File: src/shared/ntcd_cfg.svh
`ifndef NTCD_CFG_SVH
`define NTCD_CFG_SVH

// ============================================================
// Clock
`define NTCD_CLK_PERIOD_NS 25

// ============================================================
// Escape groups (low three bits of the escape byte)
`define NTCD_GRP_001 3'h1
`define NTCD_GRP_011 3'h3
`define NTCD_GRP_101 3'h5
`define NTCD_GRP_111 3'h7

// ============================================================
// Second-byte encodings
`define NTCD_OP_COS    8'hFF
`define NTCD_OP_PTAN   8'hF2
`define NTCD_OP_PATAN  8'hF3
`define NTCD_OP_SIN    8'hFE
`define NTCD_OP_SINCOS 8'hFB
`define NTCD_OP_INIT   8'hE3
`define NTCD_OP_SETPM  8'hE4
`define NTCD_OP_RSTPM  8'hF4
`define NTCD_OP_STSWAX 8'hE0
`define NTCD_OP_CLEX   8'hE2
`define NTCD_OP_INCSP  8'hF7
`define NTCD_OP_DECSP  8'hF6
`define NTCD_OP_NOP    8'hD0
`define NTCD_OP_IENA   8'hE0
`define NTCD_OP_IDIS   8'hE1

// ============================================================
// ModR/M reg field
`define NTCD_REG_LDCW  3'h5
`define NTCD_REG_STENV 3'h6
`define NTCD_REG_LDENV 3'h4
`define NTCD_REG_RSTOR 3'h4
`define NTCD_REG_SAVE  3'h6

// ============================================================
// Execution cycle counts (clock counts, upper end of ranges)
`define NTCD_CYC_COS    10'd779
`define NTCD_CYC_PTAN   10'd504
`define NTCD_CYC_PATAN  10'd494
`define NTCD_CYC_SIN    10'd778
`define NTCD_CYC_SINCOS 10'd816
`define NTCD_CYC_REDUCE 10'd78
`define NTCD_CYC_INIT   10'd25
`define NTCD_CYC_PM     10'd12
`define NTCD_CYC_STSW   10'd18
`define NTCD_CYC_LDCW   10'd33
`define NTCD_CYC_CLEX   10'd8
`define NTCD_CYC_STENV  10'd193
`define NTCD_CYC_LDENV  10'd85
`define NTCD_CYC_RSTOR  10'd396
`define NTCD_CYC_SAVE   10'd522
`define NTCD_CYC_INCSP  10'd28
`define NTCD_CYC_DECSP  10'd29
`define NTCD_CYC_NOP    10'd19

`endif

File: src/shared/ntcd_pkg.sv
package ntcd_pkg;

  typedef enum logic [4:0] {
    NTCD_NONE   = 5'h00,
    NTCD_COS    = 5'h01,
    NTCD_PTAN   = 5'h02,
    NTCD_PATAN  = 5'h03,
    NTCD_SIN    = 5'h04,
    NTCD_SINCOS = 5'h05,
    NTCD_INIT   = 5'h06,
    NTCD_SETPM  = 5'h07,
    NTCD_RSTPM  = 5'h08,
    NTCD_STSWAX = 5'h09,
    NTCD_LDCW   = 5'h0A,
    NTCD_CLEX   = 5'h0B,
    NTCD_STENV  = 5'h0C,
    NTCD_LDENV  = 5'h0D,
    NTCD_RSTOR  = 5'h0E,
    NTCD_SAVE   = 5'h0F,
    NTCD_INCSP  = 5'h10,
    NTCD_DECSP  = 5'h11,
    NTCD_NOP    = 5'h12,
    NTCD_IGNORE = 5'h13
  } ntcd_op_e;

  typedef enum logic [2:0] {
    NTCD_ST_IDLE = 3'b001,
    NTCD_ST_EXEC = 3'b010,
    NTCD_ST_DONE = 3'b100
  } ntcd_state_e;

  // Instruction as delivered by the host
  typedef struct packed {
    logic [2:0]  group;
    logic [7:0]  modrm;
    logic [19:0] addr;
    logic        far_reduce;
  } ntcd_instr_s;

  // Saved instruction pointer image
  typedef struct packed {
    logic [19:0] addr;
    logic [10:0] opcode;
    logic        op_valid;
  } ntcd_ptr_s;

endpackage

File: src/ntcd_decode.sv
`timescale 1ns/1ps
`include "ntcd_cfg.svh"

// Notes on behaviour
// - Group 001, byte FF is cosine; up to 779 cycles.
// - Group 001, byte F2 is partial tangent of stack top.
// - Group 001, byte F3 is partial arctangent; 494 cycles.
// - Group 001, byte FE is sine; up to 778 cycles.
// - Group 001, byte FB is sine and cosine; up to 816 cycles.
// - Sine, cosine and sine-cosine may take 78 more cycles for large operands.
// - Group 011, byte E3 reinitialises in 25 cycles.
// - Group 011, byte E4 enters protected mode in 12 cycles.
// - Group 011, byte F4 returns to real mode in 12 cycles.
// - Group 111, byte E0 stores status to accumulator; 18 cycles.
// - Group 001, reg 101 loads control word; 33 cycles.
// - Group 011, byte E2 clears exceptions in 8 cycles.
// - Group 001 reg 110 stores env 193; reg 100 loads env 85.
// - Group 101 reg 100 restores 396; reg 110 saves 522.
// - Group 001 F7 increments pointer 28; F6 decrements 29.
// - Group 001, byte D0 is no-op for 19 cycles.
// - Exceptions reach the host on a dedicated error output.
// - Legacy interrupt enable/disable opcodes change nothing.
// - Saved address is that of the first prefix byte.
// - Protected mode saves no opcode in the pointer image.

module ntcd_decode (
  input  wire logic                  i_ref_clk,
  input  wire logic                  i_reset,
  input  wire logic                  i_instr_valid,
  input  wire ntcd_pkg::ntcd_instr_s i_instr,
  input  wire logic                  i_exc_raise,
  output logic                       o_busy,
  output logic                       o_error,
  output logic                       o_protected,
  output logic                       o_done,
  output ntcd_pkg::ntcd_op_e         o_op,
  output ntcd_pkg::ntcd_ptr_s        o_ptr,
  output logic [2:0]                 o_stack_ptr
);

  ntcd_pkg::ntcd_state_e state_r;
  ntcd_pkg::ntcd_op_e    dec_op;
  logic [9:0]            rom_cycles;
  logic [9:0]            cnt_r;
  logic                  load_r;
  logic                  accept;
  logic                  is_ctrl;
  logic [2:0]            reg_fld;
  logic                  mem_form;

  assign reg_fld  = i_instr.modrm[5:3];
  assign mem_form = (i_instr.modrm[7:6] != 2'h3);

  // ==========================================================
  // Opcode decode
  always_comb begin
    dec_op = ntcd_pkg::NTCD_IGNORE;
    unique case (i_instr.group)
      `NTCD_GRP_001: begin
        if (mem_form) begin
          if (reg_fld == `NTCD_REG_LDCW) begin
            dec_op = ntcd_pkg::NTCD_LDCW;
          end else if (reg_fld == `NTCD_REG_STENV) begin
            dec_op = ntcd_pkg::NTCD_STENV;
          end else if (reg_fld == `NTCD_REG_LDENV) begin
            dec_op = ntcd_pkg::NTCD_LDENV;
          end
        end else begin
          unique case (i_instr.modrm)
            `NTCD_OP_COS:    dec_op = ntcd_pkg::NTCD_COS;
            `NTCD_OP_PTAN:   dec_op = ntcd_pkg::NTCD_PTAN;
            `NTCD_OP_PATAN:  dec_op = ntcd_pkg::NTCD_PATAN;
            `NTCD_OP_SIN:    dec_op = ntcd_pkg::NTCD_SIN;
            `NTCD_OP_SINCOS: dec_op = ntcd_pkg::NTCD_SINCOS;
            `NTCD_OP_INCSP:  dec_op = ntcd_pkg::NTCD_INCSP;
            `NTCD_OP_DECSP:  dec_op = ntcd_pkg::NTCD_DECSP;
            `NTCD_OP_NOP:    dec_op = ntcd_pkg::NTCD_NOP;
            default:         dec_op = ntcd_pkg::NTCD_IGNORE;
          endcase
        end
      end
      `NTCD_GRP_011: begin
        unique case (i_instr.modrm)
          `NTCD_OP_INIT:  dec_op = ntcd_pkg::NTCD_INIT;
          `NTCD_OP_SETPM: dec_op = ntcd_pkg::NTCD_SETPM;
          `NTCD_OP_RSTPM: dec_op = ntcd_pkg::NTCD_RSTPM;
          `NTCD_OP_CLEX:  dec_op = ntcd_pkg::NTCD_CLEX;
          // Legacy enable/disable decode to nothing at all
          `NTCD_OP_IENA:  dec_op = ntcd_pkg::NTCD_IGNORE;
          `NTCD_OP_IDIS:  dec_op = ntcd_pkg::NTCD_IGNORE;
          default:        dec_op = ntcd_pkg::NTCD_IGNORE;
        endcase
      end
      `NTCD_GRP_101: begin
        if (mem_form && reg_fld == `NTCD_REG_RSTOR) begin
          dec_op = ntcd_pkg::NTCD_RSTOR;
        end else if (mem_form && reg_fld == `NTCD_REG_SAVE) begin
          dec_op = ntcd_pkg::NTCD_SAVE;
        end
      end
      `NTCD_GRP_111: begin
        if (i_instr.modrm == `NTCD_OP_STSWAX) begin
          dec_op = ntcd_pkg::NTCD_STSWAX;
        end
      end
      default: dec_op = ntcd_pkg::NTCD_IGNORE;
    endcase
  end

  // Control ops the host may issue while busy; they are dropped
  // here unless we are idle, since we take one instruction at a time.
  assign is_ctrl = (dec_op == ntcd_pkg::NTCD_INIT) ||
                   (dec_op == ntcd_pkg::NTCD_CLEX) ||
                   (dec_op == ntcd_pkg::NTCD_SETPM) ||
                   (dec_op == ntcd_pkg::NTCD_RSTPM);

  // Ignored opcodes are never accepted, so no state moves
  assign accept = i_instr_valid && (state_r == ntcd_pkg::NTCD_ST_IDLE)
                  && (dec_op != ntcd_pkg::NTCD_IGNORE);

  // Rom looks at the offered op, so its count stands when load_r does
  ntcd_cycle_rom u_rom (
    .i_ref_clk (i_ref_clk),
    .i_reset   (i_reset),
    .i_op      (dec_op),
    .i_reduce  (i_instr.far_reduce),
    .o_cycles  (rom_cycles)
  );

  // ==========================================================
  // Sequencer
  always_ff @(posedge i_ref_clk or posedge i_reset) begin
    if (i_reset) begin
      state_r  <= ntcd_pkg::NTCD_ST_IDLE;
      load_r   <= 1'b0;
      cnt_r    <= 10'h000;
    end else begin
      load_r <= accept;
      unique case (state_r)
        ntcd_pkg::NTCD_ST_IDLE: begin
          if (accept) begin
            state_r  <= ntcd_pkg::NTCD_ST_EXEC;
          end
        end
        ntcd_pkg::NTCD_ST_EXEC: begin
          // Rom count was registered at the accepting edge
          if (load_r) begin
            cnt_r <= rom_cycles - 10'h002;
          end else if (cnt_r == 10'h000) begin
            state_r <= ntcd_pkg::NTCD_ST_DONE;
          end else begin
            cnt_r <= cnt_r - 10'h001;
          end
        end
        ntcd_pkg::NTCD_ST_DONE: begin
          state_r <= ntcd_pkg::NTCD_ST_IDLE;
        end
        default: state_r <= ntcd_pkg::NTCD_ST_IDLE;
      endcase
    end
  end

  // ==========================================================
  // Host-facing outputs
  always_ff @(posedge i_ref_clk or posedge i_reset) begin
    if (i_reset) begin
      o_busy <= 1'b0;
      o_done <= 1'b0;
      o_op   <= ntcd_pkg::NTCD_NONE;
    end else begin
      // Busy covers accept through the last execution cycle
      o_busy <= accept || (state_r == ntcd_pkg::NTCD_ST_EXEC &&
                !(cnt_r == 10'h000 && !load_r));
      o_done <= (state_r == ntcd_pkg::NTCD_ST_EXEC) && !load_r &&
                (cnt_r == 10'h000);
      if (accept) begin
        o_op <= dec_op;
      end
    end
  end

  // ==========================================================
  // Operating mode; real-address after reset
  always_ff @(posedge i_ref_clk or posedge i_reset) begin
    if (i_reset) begin
      o_protected <= 1'b0;
    end else if (accept && dec_op == ntcd_pkg::NTCD_SETPM) begin
      o_protected <= 1'b1;
    end else if (accept && dec_op == ntcd_pkg::NTCD_RSTPM) begin
      o_protected <= 1'b0;
    end
  end

  // ==========================================================
  // Exception line, driven straight to the host
  always_ff @(posedge i_ref_clk or posedge i_reset) begin
    if (i_reset) begin
      o_error <= 1'b0;
    end else if (i_exc_raise) begin
      // Raise beats a same-cycle clear so no event is lost
      o_error <= 1'b1;
    end else if (accept && (dec_op == ntcd_pkg::NTCD_CLEX ||
                 dec_op == ntcd_pkg::NTCD_INIT)) begin
      o_error <= 1'b0;
    end
  end

  // ==========================================================
  // Stack pointer
  always_ff @(posedge i_ref_clk or posedge i_reset) begin
    if (i_reset) begin
      o_stack_ptr <= 3'h0;
    end else if (accept) begin
      if (dec_op == ntcd_pkg::NTCD_INCSP) begin
        o_stack_ptr <= o_stack_ptr + 3'h1;
      end else if (dec_op == ntcd_pkg::NTCD_DECSP) begin
        o_stack_ptr <= o_stack_ptr - 3'h1;
      end else if (dec_op == ntcd_pkg::NTCD_INIT) begin
        o_stack_ptr <= 3'h0;
      end
    end
  end

  // ==========================================================
  // Instruction pointer image; control ops leave it alone
  always_ff @(posedge i_ref_clk or posedge i_reset) begin
    if (i_reset) begin
      o_ptr <= '0;
    end else if (accept && !is_ctrl &&
                 dec_op != ntcd_pkg::NTCD_STSWAX &&
                 dec_op != ntcd_pkg::NTCD_NOP) begin
      // Host supplies the first prefix byte's address
      o_ptr.addr <= i_instr.addr;
      if (o_protected) begin
        o_ptr.opcode   <= 11'h000;
        o_ptr.op_valid <= 1'b0;
      end else begin
        o_ptr.opcode   <= {i_instr.group, i_instr.modrm};
        o_ptr.op_valid <= 1'b1;
      end
    end
  end

endmodule

File: src/ntcd_cycle_rom.sv
`timescale 1ns/1ps
`include "ntcd_cfg.svh"

module ntcd_cycle_rom (
  input  wire logic               i_ref_clk,
  input  wire logic               i_reset,
  input  wire ntcd_pkg::ntcd_op_e i_op,
  input  wire logic               i_reduce,
  output logic [9:0]              o_cycles
);

  logic [9:0] base;

  always_comb begin
    unique case (i_op)
      ntcd_pkg::NTCD_COS:    base = `NTCD_CYC_COS;
      ntcd_pkg::NTCD_PTAN:   base = `NTCD_CYC_PTAN;
      ntcd_pkg::NTCD_PATAN:  base = `NTCD_CYC_PATAN;
      ntcd_pkg::NTCD_SIN:    base = `NTCD_CYC_SIN;
      ntcd_pkg::NTCD_SINCOS: base = `NTCD_CYC_SINCOS;
      ntcd_pkg::NTCD_INIT:   base = `NTCD_CYC_INIT;
      ntcd_pkg::NTCD_SETPM:  base = `NTCD_CYC_PM;
      ntcd_pkg::NTCD_RSTPM:  base = `NTCD_CYC_PM;
      ntcd_pkg::NTCD_STSWAX: base = `NTCD_CYC_STSW;
      ntcd_pkg::NTCD_LDCW:   base = `NTCD_CYC_LDCW;
      ntcd_pkg::NTCD_CLEX:   base = `NTCD_CYC_CLEX;
      ntcd_pkg::NTCD_STENV:  base = `NTCD_CYC_STENV;
      ntcd_pkg::NTCD_LDENV:  base = `NTCD_CYC_LDENV;
      ntcd_pkg::NTCD_RSTOR:  base = `NTCD_CYC_RSTOR;
      ntcd_pkg::NTCD_SAVE:   base = `NTCD_CYC_SAVE;
      ntcd_pkg::NTCD_INCSP:  base = `NTCD_CYC_INCSP;
      ntcd_pkg::NTCD_DECSP:  base = `NTCD_CYC_DECSP;
      ntcd_pkg::NTCD_NOP:    base = `NTCD_CYC_NOP;
      default:               base = 10'h001;
    endcase
  end

  // ==========================================================
  // Registered read; sine, cosine and sine-cosine add the range-reduction budget
  always_ff @(posedge i_ref_clk or posedge i_reset) begin
    if (i_reset) begin
      o_cycles <= 10'h001;
    end else if (i_reduce && (i_op == ntcd_pkg::NTCD_COS ||
                 i_op == ntcd_pkg::NTCD_SIN ||
                 i_op == ntcd_pkg::NTCD_SINCOS)) begin
      o_cycles <= base + `NTCD_CYC_REDUCE;
    end else begin
      o_cycles <= base;
    end
  end

endmodule

File: config.mk
export PLATFORM = sky130hd
export DESIGN_NAME = ntcd_decode
export DESIGN_NICKNAME = d
export VERILOG_FILES = /design/src/shared/ntcd_pkg.sv /design/src/ntcd_decode.sv /design/src/ntcd_cycle_rom.sv
export VERILOG_INCLUDE_DIRS = /design/src /design/src/shared
export SDC_FILE = /design/constraint.sdc
export NUM_CORES = 1
export LEC_CHECK = 0
export BUFFER_PORTS_ARGS = -buffer_cell sky130_fd_sc_hd__buf_4
export CAP_MARGIN = 20
export CORE_MARGIN = 8
export CORE_UTILIZATION = 29
export CTS_CLUSTER_SIZE = 20
export DETAILED_ROUTE_END_ITERATION = 8
export SLEW_MARGIN = 0
export SYNTH_ARGS = -nofsm -noshare
export SYNTH_HDL_FRONTEND = slang
export SYNTH_HIERARCHICAL = 1
export SYNTH_SLANG_ARGS = --single-unit
export TNS_END_PERCENT = 100
File: constraint.sdc
create_clock -name i_ref_clk -period 2.8 [get_ports i_ref_clk]
set_clock_uncertainty 0.1 [all_clocks]
set_input_delay 0.7 -clock i_ref_clk [delete_from_list [all_inputs] [get_ports i_ref_clk]]
set_output_delay 0.7 -clock i_ref_clk [all_outputs]
set_load 0.03 [all_outputs]
-- Yosys cells after proc, flatten, opt, wreduce, memory -nomap -nowiden
Memory sizes are Yosys's and may differ from the RTL's.
Cells that the tools add are included.
Widths: inputs -> output; s select.
- output and inout bits: 44
- input port bits: 36
- register bits: 68
- logic and storage cells: 114
- memories: 1
- ROM bits: 320
- memory list (memory ; words ; bits a word ; rd ports ; clocked after memory_dff ; wr ports ; line ; text):
    (name not given) ; 32 ; 10 ; 1 ; 0 ; 0 ; ntcd_cycle_rom.sv:15 ; unique case (i_op)
- eq/ne operators: 39
- multiplexer cells: 25
- reductions and logical operators: 31
- $add $sub $neg: 5
- operators with widths (kind ; count):
    $eq 8x8->1 const B ; 13
    $pmux 5 s4 ; 2
    $pmux 5 s8 ; 1
    $mux 5 ; 7
    $mux 10 ; 3
    $eq 5x3->1 const B ; 4
    $mux 3 ; 6
    $eq 3x3->1 const B ; 5
    $logic_and 1x1->1 ; 15
    $mux 12 ; 1
    $add 10x7->10 const B ; 1
    $eq 5x4->1 const B ; 2
    $eq 5x5->1 const B ; 2
    $logic_not 10->1 ; 1
    $ne 2x2->1 const B ; 5
    $ne 5x5->1 const B ; 2
    $sub 10x1->10 const B ; 1
    $sub 10x2->10 const B ; 1
    $eq 3x1->1 const B ; 2
    $eq 3x2->1 const B ; 2
    $logic_or 1x1->1 ; 6
    $pmux 3 s2 ; 1
    $eq 5x1->1 const B ; 1
    $ne 5x4->1 const B ; 1
    8 further kinds ; 15

-- Logic depth before layout (Yosys ltp)
Gate-level depths: netlist of run 1.
- depth in word-level cells: 14
- gate-level depth with buffers: 15
- mapped depth without buffers: 14

-- By module
Netlist of run 1, hierarchy kept.
- by module, submodules not included (module ; cells each ; sequential area each (um^2) ; area each (um^2) ; times used):
    ntcd_decode ; 307 ; 1452.6 ; 3355.7 ; 1
    ntcd_cycle_rom ; 106 ; 251.5 ; 969.7 ; 1

-- Worst setup path after synthesis of run 1
Ideal clock, no wire load.
- kind: input-to-reg
- from: input i_instr[27] (netlist name)
- to: register u_rom.o_cycles[7]
- library setup time: 67 ps
- arrival: 3590 ps
- buffers on the path: 0
- stages on the path: 14
- setup slack: -957 ps
- cell sequence: and2_1 > nand4_1 > o31ai_1 > a31oi_2 > inv_1 > ha_1 > mux2i_1 > a211oi_1 > nor2_1 > ha_1 > nor3_1 > a21oi_1 > a211oi_2 > a32o_1
- elaborated cells between the ends (all ways): 32
- classes of those cells: 1 x add/sub; 17 x eq/ne; 8 x mux; 5 x reduce/logical; 1 x memory
- RTL lines (what ; line ; text):
    start, declared ; ntcd_decode.sv:30 ; input wire ntcd_pkg::ntcd_instr_s i_instr,
    $eq 8x8->1 or $ne 2x2->1 (tied branches) ; ntcd_decode.sv:69, ntcd_decode.sv:52 ;
    $pmux 5 s8 or $logic_and 1x1->1 (tied branches) ; n/a ;
    $mux 5, on equally long branches ; ntcd_decode.sv:60, ntcd_decode.sv:95 ;
    $pmux 5 s4 (*) ; ntcd_decode.sv:58 ; unique case (i_instr.group)
    named net dec_op[1] ; ntcd_decode.sv:42 ; ntcd_pkg::ntcd_op_e dec_op;
    parallel branches: the longest is 4 deep, another holds $mem_v2 32x10 ; n/a ;
    $mux 10 (*) ; ntcd_cycle_rom.sv:43 ; end else if (i_reduce && (i_op == ntcd_pkg::NTCD_COS ||
    end signal, assigned ; ntcd_cycle_rom.sv:46 ; o_cycles <= base + `NTCD_CYC_REDUCE;
    end signal, assigned ; ntcd_cycle_rom.sv:48 ; o_cycles <= base;
    end, declared ; ntcd_cycle_rom.sv:9 ; output logic [9:0] o_cycles
Mark *: on every way through the listed nets, which the timed path passes.
A chain may end at the register's enable or synchronous reset.

-- Worst setup path in the final report of run 1
- from: input i_instr[25] (netlist name)
- to: register u_rom.o_cycles[7]
- cells in the longest elaborated chain, start to end: 11
- elaborated cells between the ends (all ways): 37
- classes of those cells: 1 x add/sub; 19 x eq/ne; 11 x mux; 5 x reduce/logical; 1 x memory
- RTL lines (what ; line ; text):
    $eq 3x3->1 (no source line) ; n/a ;
    $mux 5 ; ntcd_decode.sv:65 ; end else if (reg_fld == `NTCD_REG_LDENV) begin
    $mux 5 ; ntcd_decode.sv:63 ; end else if (reg_fld == `NTCD_REG_STENV) begin
    $mux 5 ; ntcd_decode.sv:61 ; if (reg_fld == `NTCD_REG_LDCW) begin
    $mux 5 ; ntcd_decode.sv:60 ; if (mem_form) begin
    $pmux 5 s4 (*) ; ntcd_decode.sv:58 ;
    named net dec_op[1] ; ntcd_decode.sv:42 ;
    parallel branches: the longest is 4 deep, another holds $mem_v2 32x10 ; n/a ;
    $mux 10 (*) ; ntcd_cycle_rom.sv:43 ;
Marks and branches as above.

==> results.json, run 1 <==
{
  "status": "finished, violations left",
  "violations": "setup timing",
  "clk_pin_slew_worst_paths_ps": 50,
  "cts_buffers": 9,
  "diodes": 0,
  "clockRootBuffer": "clkbuf_16",
  "switching_share_pct": 35.8,
  "grt_pass1_vias": 3807,
  "seqPwrFrac_pct": 33.2,
  "synth.area.top_cells": "dfrtp_1, mux2_4, ha_1",
  "nets": 625,
  "vias": 3726,
  "clkLatencyLatePin_ps": 330,
  "viasPerCell": 4.86,
  "async_flop_share_pct": 100,
  "synth_edf_count": 0,
  "io_buffers": 79,
  "ctsHtreeMaxLevel": 3,
  "crit_type": "in2reg",
  "cts_tree": "built",
  "setup_viol": 8,
  "drtIter0Drc": 225,
  "p_sw_uw": 1580,
  "p_leak_uw": 0.00290,
  "ir_drop_mv": 0.274,
  "grt_pass1_wl_um": 19000,
  "pin_count": 80,
  "max_freq_ghz": 0.319,
  "crit_slowest_cell": "o31ai_4",
  "holdBufCountCts": 0,
  "synth_common_cells": "dfrtp_1, nor2_1, mux2_4, a21oi_1, inv_1",
  "dieArea_sq_mm": 0.0191,
  "yosys_register_bits": 68,
  "worstMarginPinSlew_ps": 616,
  "coreArea_sq_mm": 0.0145,
  "final-hold-violation-count": 0,
  "post_drt_wl_per_cell_um": 15.5,
  "fin_setup_tns_ps": -1500,
  "yosysWarnings": 6,
  "critPathLaunchType": "input port",
  "yosysSeqAreaShare_pct": 39.4,
  "whs_ps": 246,
  "synth_top_flop_cell": "dfrtp_1",
  "report.final.slew_viol_count": 0,
  "antenna_found_initial": 0,
  "synth_top_area_share_pct": 38.2,
  "track_usage_pct": 11.9,
  "core.rowCount": 44,
  "fin_crit_ps": 3130,
  "gp_congestion": 0.875,
  "rsz0062_at_grt": "true",
  "slew_headroom_pct": 58.9,
  "firstDrtPassIters": 5,
  "crit_arrival_ps": 3240,
  "p_clk_share_pct": 24.8,
  "finalCritPeriodShare_pct": 112,
  "crit_required_ps": 2910,
  "grt_max_degree": 32,
  "routed_wl_um": 11900,
  "ys_types": 74,
  "power_density_mw_per_mm2": 687,
  "avgSynthCellArea_sq_um": 10.5,
  "setup_slack_ps": -331,
  "crit_path_end_kind": "register",
  "min_path_type": "in2async",
  "fp.dieH_um": 138,
  "die_w_um": 138,
  "syn2layout_area_growth_pct": 48.5,
  "power_frac_comb_pct": 42.0,
  "cts_buffer_depth": 2,
  "crit_fanout": 5,
  "place_hpwl_um": 8960,
  "route.detailed.drc": 0,
  "synth_top_area_cell": "dfrtp_1",
  "intPower_uw": 2830,
  "drive_above_1_share_pct": 48.3,
  "overflow": 0,
  "worstPathCellList": "buf_8 -> buf_4 -> nand4_1 -> buf_4 -> o31ai_4 -> a31oi_4 -> ha_2 -> mux2i_2 -> o32ai_2 -> a31oi_2 -> ha_2 -> nor3_2 -> a21oi_2 -> a211oi_4 -> a32o_1",
  "clkSinkCount": 68,
  "synth_area_sq_mm": 0.00433,
  "fillers": 1393,
  "cpPeakStageDelay_ps": 250,
  "power.total_uw": 4410,
  "cap_violations": 0,
  "synth.most_common_cell": "dfrtp_1",
  "syn_inst": 413,
  "initial_core_util_pct": 29.8,
  "syn_nets": 461,
  "ant_nets": 0
}
==> power by group through the flow <==
stage	clock network, uW	registers (uW)	logic (uW)
after floorplan	0	1840	778
after global placement	0	1470	1760
after detailed placement	0	1480	1780
after CTS	1120	1470	1830
after global routing	1160	1510	1990
final	1090	1470	1850
==> logic make-up (layout without fill, tap and decap cells) <==
family	Yosys count	after routing	share of synthesized area [%]
and+or+nand+nor	148	148	20.2
AOI/OAI and AO/OA	90	90	15.6
DFF	68	68	39.4
buffers and inverters	41	210	5.96
muxes	40	40	12.5
xor gates and xnor gates	14	14	2.83
adders and majority gates	12	12	3.47
==> sequential cells by signal (all words and copies together) (netlist names) <==
signal and flops:
cnt_r 10, load_r 1, o_busy 1, o_done 1, o_error 1, o_op 5, o_protected 1, o_ptr 32
o_stack_ptr 3, state_r 3, u_rom/o_cycles 10
==> worst max-delay path, delay by kind of cell <==
family / cells / cell delay [ps]
AOI/OAI and AO/OA: 7 / 1230
adders and majority gates: 2 / 460
buffers and inverters: 3 / 400
muxes: 1 / 190
and+or+nand+nor: 2 / 240
==> worst paths after layout <==
kind / cells after the start / start / slack (ps) / end
worst max register to register: 7 / cnt_r[6] / 280 / cnt_r[7]
worst max-delay path: 15 / i_instr[25] / -330 / u_rom/o_cycles[7]
worst min-delay path: 2 / i_reset / 250 / u_rom/o_cycles[3]
worst min register to register: 1 / o_error / 390 / o_error
min in group i_ref_clk: 1 / o_error / 390 / o_error
max in group asynchronous: 3 / i_reset / 1590 / state_r[0]
==> final cells by class <==
class | instances | area, sq um | area share [%]
clock buffers | 14 | 254 | 3.96
repair buffers | 175 | 1480 | 23.1
well taps | 184 | 230 | 3.59
multi-input cells | 304 | 2640 | 41.1
inverters | 19 | 76.3 | 1.19
clock inverters | 2 | 35.0 | 0.546
flip-flops and latches | 68 | 1700 | 26.5
==> layout by cell type (no fill, tap or decap), types with 4 or more instances in the layout <==
| cell type | count |
|---|---|
| inv_1 | 16 |
| nand2b_1 | 10 |
| nor3_1 | 5 |
| nor2b_1 | 13 |
| buf_12 | 5 |
| ha_1 | 5 |
| clkbuf_1 | 4 |
| nand2_1 | 15 |
| xor2_1 | 7 |
| ha_4 | 4 |
| a21oi_1 | 17 |
| dfrtp_1 | 66 |
| mux2i_1 | 4 |
| and3_1 | 4 |
| nand3b_1 | 7 |
| a21oi_2 | 4 |
| mux2_4 | 26 |
| clkbuf_16 | 11 |
| nand3_1 | 6 |
| a31oi_1 | 4 |
| nor2_1 | 38 |
| o22a_1 | 5 |
| buf_4 | 151 |
| buf_6 | 15 |
| o21ai_0 | 15 |
| mux2_2 | 7 |
| nor4_1 | 7 |
| xnor2_1 | 5 |
| o211ai_1 | 4 |
==> layer usage <==
layer / vias to the layer above / track usage, % / part of all wire (%)
met5: - / 0 / 0
met4: 0 / 5.78 / 2.5
met3: 24 / 2.23 / 3.6
met2: 89 / 19.0 / 47
met1: 1791 / 15.1 / 47
li1: 1822 / - / -
==> timing repair <==
item                                    in CTS  in global routing
cloned                                       0                  3
buffers inserted                            12                 10
resized for setup                           38                 25
pin swaps                                   12                 17
endpoints found under the setup margin      11                 36
==> per-stage QoR <==
step / setup WS (ps) / instance area (sq um) / utilization [%] / std cells
finish: -331 / 6420 / 44.2 / 766
global placement: -752 / 5640 / 38.8 / 728
floorplan: -712 / 4440 / - / 413
CTS: -292 / 6200 / 42.6 / 755
global route: -428 / 6420 / 44.2 / 766
detailed placement: -794 / 5640 / 38.8 / 728
(Power assumes the default switching activity.)
==> run 2, diff against run 1 <==
- clock period: 2.8 -> 3.3 ns (I/O delays scaled with it)
==> run 2 against run 1 <==
The run still ends with setup timing left. Critical path depth unchanged. Via count fell by 0.64%. Sequential share of layout area grew 1.0 points. Core utilization fell by 1.6 points. Combinational power shrank 18%. Flip-flop and latch count did not move. Die area did not move. Design area fell by 3.6%. Critical path type unchanged. Largest cell class unchanged. Largest power group unchanged.
==> results.json, run 2 (synthesized netlist as in run 1, its figures left out) <==
{
  "worstMarginPinSlew_ps": 879,
  "crit_start": "i_instr[23]",
  "gp_congestion": 0.829,
  "die_w_um": 138,
  "firstDrtPassIters": 4,
  "crit_required_ps": 3460,
  "antenna_found_initial": 0,
  "final_cell_mix": "buf_4, dfrtp_1, nor2_1, mux2_4",
  "drive_above_1_share_pct": 45.4,
  "route.detailed.drc": 0,
  "crit_type": "in2reg",
  "setup_slack_ps": -172,
  "final-hold-violation-count": 0,
  "ctsHtreeMaxLevel": 3,
  "core.rowCount": 44,
  "worstPathCellList": "buf_12 -> or4b_4 -> nor4_4 -> a31oi_4 -> inv_2 -> buf_6 -> ha_4 -> mux2i_4 -> a211oi_2 -> nor2_1 -> ha_2 -> nor3_2 -> a21oi_2 -> a211oi_2 -> a32o_1",
  "drtIter0Drc": 243,
  "final_common_cell": "buf_4",
  "grt_pass1_wl_um": 19300,
  "setup_viol": 2,
  "diodes": 0,
  "pin_count": 80,
  "initial_core_util_pct": 29.8,
  "status": "finished, violations left",
  "cts_buffers": 9,
  "final_cells": 754,
  "grt_max_degree": 42,
  "place_hpwl_um": 8820,
  "track_usage_pct": 11.9,
  "crit_slowest_cell": "or4b_4",
  "place_inst": 723,
  "grt_pass1_vias": 3811,
  "clkLatencyLatePin_ps": 320,
  "crit_path_end_kind": "register",
  "regMostFlops": "o_ptr",
  "power.total_uw": 3800,
  "crit_top_cell": "a211oi_2",
  "p_leak_uw": 0.00280,
  "top_regs": "o_ptr (32), cnt_r (10), u_rom/o_cycles (10)",
  "viasPerCell": 4.91,
  "overflow": 0,
  "slew_headroom_pct": 41.3,
  "power_density_mw_per_mm2": 614,
  "fin_util_pct": 42.6,
  "r2r-start": "cnt_r[6]",
  "fin_crit_ps": 3470,
  "largest_reg_flops": 32,
  "fp.dieH_um": 138,
  "coreArea_sq_mm": 0.0145,
  "violations": "setup timing",
  "fillers": 1403,
  "dieArea_sq_mm": 0.0191,
  "critPathLaunchType": "input port",
  "crit_arrival_ps": 3630,
  "cap_violations": 0,
  "report.final.slew_viol_count": 0,
  "io_buffers": 79,
  "rsz0062_at_grt": "true",
  "clk_pin_slew_worst_paths_ps": 50,
  "min_path_type": "in2async",
  "ant_nets": 0,
  "max_freq_ghz": 0.288,
  "crit_fanout": 8,
  "cpPeakStageDelay_ps": 570,
  "clkSinkCount": 68,
  "holdBufCountCts": 0,
  "clockRootBuffer": "clkbuf_16",
  "finalCritPeriodShare_pct": 105,
  "vias": 3702,
  "syn2layout_area_growth_pct": 43.1,
  "cts_tree": "built",
  "nets": 613,
  "post_drt_wl_per_cell_um": 15.7,
  "ir_drop_mv": 0.275,
  "routed_wl_um": 11800,
  "cts_buffer_depth": 2
}
-- run 2: changes by cell type in the layout (fill, tap and decap cells not counted), sizes merged --
cell,previous run,this run
buf,173,163
clkbuf,16,10
bufinv,1,2
clkinv,1,2
clkinvlp,0,1
inv,19,20
-- run 2: routing by layer --
| layer | GRT usage, % | part of all wire [%] | up-vias |
|---|---|---|---|
| li1 | - | - | 1798 |
| met4 | 3.83 | 1.0 | 0 |
| met3 | 2.09 | 4.4 | 8 |
| met2 | 19.7 | 48 | 108 |
| met1 | 15.3 | 47 | 1788 |
| met5 | 0 | 0 | - |
-- run 2: critical path, delay by kind of cell --
kind | cells | cell delay [ps]
simple gates | 4 | 1120
mux | 1 | 70
buf+inv | 3 | 310
compound gates | 5 | 920
fa+ha+maj | 2 | 370
-- run 2: worst paths after layout --
kind,end,slack [ps],depth (start not counted)
max,u_rom/o_cycles[7],-170,15
min,u_rom/o_cycles[1],390,2
max reg2reg,cnt_r[3],640,7
min reg2reg,o_error,390,1
max in group asynchronous,o_protected,1780,3
min in group i_ref_clk,o_error,390,1
-- run 2: what timing repair did --
action,CTS,global route
buffers inserted,2,13
hold endpoints to repair,0,0
pin swaps,2,19
resized for setup,2,43
setup endpoints to repair,3,5
gates cloned,0,2
-- run 2: cell type report --
class                      instances  area, sq um  share of cell area [%]
multi-input combinational        304         2560                    41.4
sequential                        68         1700                    27.5
timing repair buffer             163         1290                    20.9
clock buffer                      10          239                    3.86
tap                              184          230                    3.72
clock inverter                     6         86.3                    1.40
inverter                          19         73.8                    1.19
-- run 2: stage by stage --
step	setup WS [ps]	hold slack, ps	instance area, sq um	setup TNS [ps]
3_5_place_dp	-433	371	5550	-2350
6_report	-172	389	6190	-327
4_1_cts	-50.9	385	5900	-75.4
3_3_place_gp	-439	367	5550	-2250
5_1_grt	-303	412	6190	-693
2_1_floorplan	-337	360	4400	-1200
-- run 2: power breakdown --
part	total, uW	internal, uW	leakage, uW	switching, uW
Clock	1030	681	0.000159	350
Combinational	1520	695	0.00182	829
Sequential	1240	1070	0.000825	174
Total	3800	2450	0.00280	1350
==> run 3, diff against run 2 <==
- CORE_MARGIN: 8 -> not set
- CORE_UTILIZATION: 29 -> 46
- PLACE_DENSITY: not set -> 0.68
==> run 3 against run 2 <==
The run now ends clean. Register-to-register slack improved by 120 ps. Largest power group unchanged. Critical path type unchanged. Global-route usage is 9.6 points higher. Core utilization increased by 21 points. Highest routed layer unchanged. Worst hold slack got worse by 39 ps. Maximum frequency grew 5.6%. Wire length shrank 14%.
==> results.json, run 3 (synthesized netlist as in run 1, its figures left out) <==
{
  "status": "complete, no violations",
  "clockRootBuffer": "clkbuf_8",
  "critPathBufInv": 2,
  "ff2ff_path_depth": 8,
  "worstMarginPinSlew_ps": 708,
  "final-hold-violation-count": 0,
  "clk_pin_slew_worst_paths_ps": 80,
  "place_hpwl_um": 7770,
  "die_w_um": 99.0,
  "vias": 3573,
  "fin_util_pct": 63.5,
  "switching_share_pct": 39.2,
  "cap_violations": 0,
  "slew_headroom_pct": 52.8,
  "power.total_uw": 3340,
  "cpPeakStageDelay_ps": 550,
  "finalCritPeriodShare_pct": 99.6,
  "top_regs": "o_ptr (32), cnt_r (10), u_rom/o_cycles (10)",
  "ctsHtreeMaxLevel": 3,
  "track_usage_pct": 21.5,
  "multi_input_comb_area_sq_mm": 0.00252,
  "drive_above_1_share_pct": 43.8,
  "core.rowCount": 35,
  "final_cell_mix": "buf_4, dfrtp_1, nor2_1, mux2_4, a21oi_1",
  "register_area_sq_mm": 0.00170,
  "crit_start": "i_instr[25]",
  "fin_crit_ps": 3290,
  "coreArea_sq_mm": 0.00915,
  "viasPerCell": 5.32,
  "crit_type": "in2reg",
  "holdBufCountCts": 0,
  "report.final.slew_viol_count": 0,
  "overflow": 0,
  "firstDrtPassIters": 4,
  "crit_path_end_kind": "register",
  "final_common_cell": "buf_4",
  "route.detailed.drc": 0,
  "worstPathCellList": "buf_4 -> or4b_4 -> buf_4 -> o311ai_4 -> nand3_4 -> mux2i_2 -> o32ai_2 -> a31oi_2 -> ha_2 -> nor3_2 -> a21oi_2 -> a211oi_2 -> a32o_1",
  "min_path_type": "in2async",
  "cts_tree": "built",
  "pin_count": 80,
  "p_leak_uw": 0.00265,
  "grt_pass1_vias": 3643,
  "initial_core_util_pct": 47.3,
  "grt_max_degree": 25,
  "power_density_mw_per_mm2": 575,
  "largest_reg_flops": 32,
  "fillers": 749,
  "crit_required_ps": 3470,
  "crit_top_cell": "buf_4",
  "cp_top_family": "compound AO/OA/AOI/OAI gates",
  "diodes": 0,
  "power_frac_comb_pct": 44.5,
  "post_drt_wl_per_cell_um": 15.1,
  "cts_buffer_depth": 2,
  "max_freq_ghz": 0.304,
  "critPathLaunchType": "input port",
  "syn2layout_area_growth_pct": 34.3,
  "fp.dieH_um": 99.0,
  "clkLatencyLatePin_ps": 350,
  "routed_wl_um": 10100,
  "clkSinkCount": 68,
  "ant_nets": 0,
  "dieArea_sq_mm": 0.00980,
  "setup_viol": 0,
  "gp_congestion": 0.910,
  "crit_slowest_cell": "or4b_4",
  "nets": 603,
  "seqPwrFrac_pct": 37.4,
  "r2r_end": "cnt_r[9]",
  "fin_setup_tns_ps": 0,
  "crit_arrival_ps": 3460,
  "r2r-start": "cnt_r[6]",
  "regMostFlops": "o_ptr",
  "ir_drop_mv": 0.278,
  "drtIter0Drc": 133,
  "antenna_found_initial": 0,
  "p_clk_share_pct": 18.2,
  "crit_fanout": 5,
  "grt_pass1_wl_um": 16800,
  "rsz0062_at_grt": "true",
  "worst-r2r-setup-slack_ps": 760,
  "cts_buffers": 9,
  "p_sw_uw": 1310,
  "io_buffers": 79,
  "intPower_uw": 2030
}
## run 3: cell count changes in the layout (fill, tap and decap cells not counted), moves of 2 or more
cell        before  now
mux2i_2          0    2
bufinv_16        2    0
ha_1             5    8
clkinvlp_4       1    3
a21oi_2          3    1
clkbuf_16        9    0
ha_4             5    3
nor2b_1         13   15
clkbuf_8         1    9
buf_6           13    3
## run 3: what timing repair did
action / 4_1_cts / 5_1_grt
pin swaps: 0 / 5
setup buffers: 1 / 2
endpoints found under the setup margin: 2 / 6
resized for setup: 5 / 18
## run 3: power groups by stage
stage / clock, uW / combinational, uW / sequential [uW]
after detailed placement: 0 / 1480 / 1260
after global routing: 662 / 1600 / 1280
after floorplan: 0 / 656 / 1560
final: 607 / 1490 / 1250
after CTS: 622 / 1480 / 1250
after global placement: 0 / 1450 / 1250
## run 3: worst max path at each step
stage,to,slack [ps],depth (start not counted)
after floorplan,u_rom/o_cycles[7],-340,13
after global placement,u_rom/o_cycles[7],-430,16
after detailed placement,u_rom/o_cycles[7],-450,16
after CTS,u_rom/o_cycles[7],9,14
after global routing,u_rom/o_cycles[7],-60,14
final,u_rom/o_cycles[7],10,13
## run 3: cell type report
class / instances / share of cell area, %
Tap cell: 111 / 2.39
Timing Repair Buffer: 153 / 20.6
Sequential cell: 68 / 29.3
Inverter: 19 / 1.31
Multi-Input combinational cell: 304 / 43.4
Clock buffer: 9 / 2.13
Clock inverter: 7 / 0.862
## run 3: routing by layer
metal / share of wire, % / global-route usage (%)
met2: 48 / 36.1
met3: 2.9 / 3.76
met4: 1.6 / 7.12
met1: 47 / 28.0
met5: 0 / 0
## run 3: stage by stage
step                cells  cell area (sq um)  setup slack [ps]  hold slack, ps
floorplan             413               4400              -337             360
global placement      652               5500              -426             367
CTS                   669               5710              9.24             352
detailed placement    652               5500              -446             375
global route          671               5810             -59.0             376
finish                671               5810              13.4             349
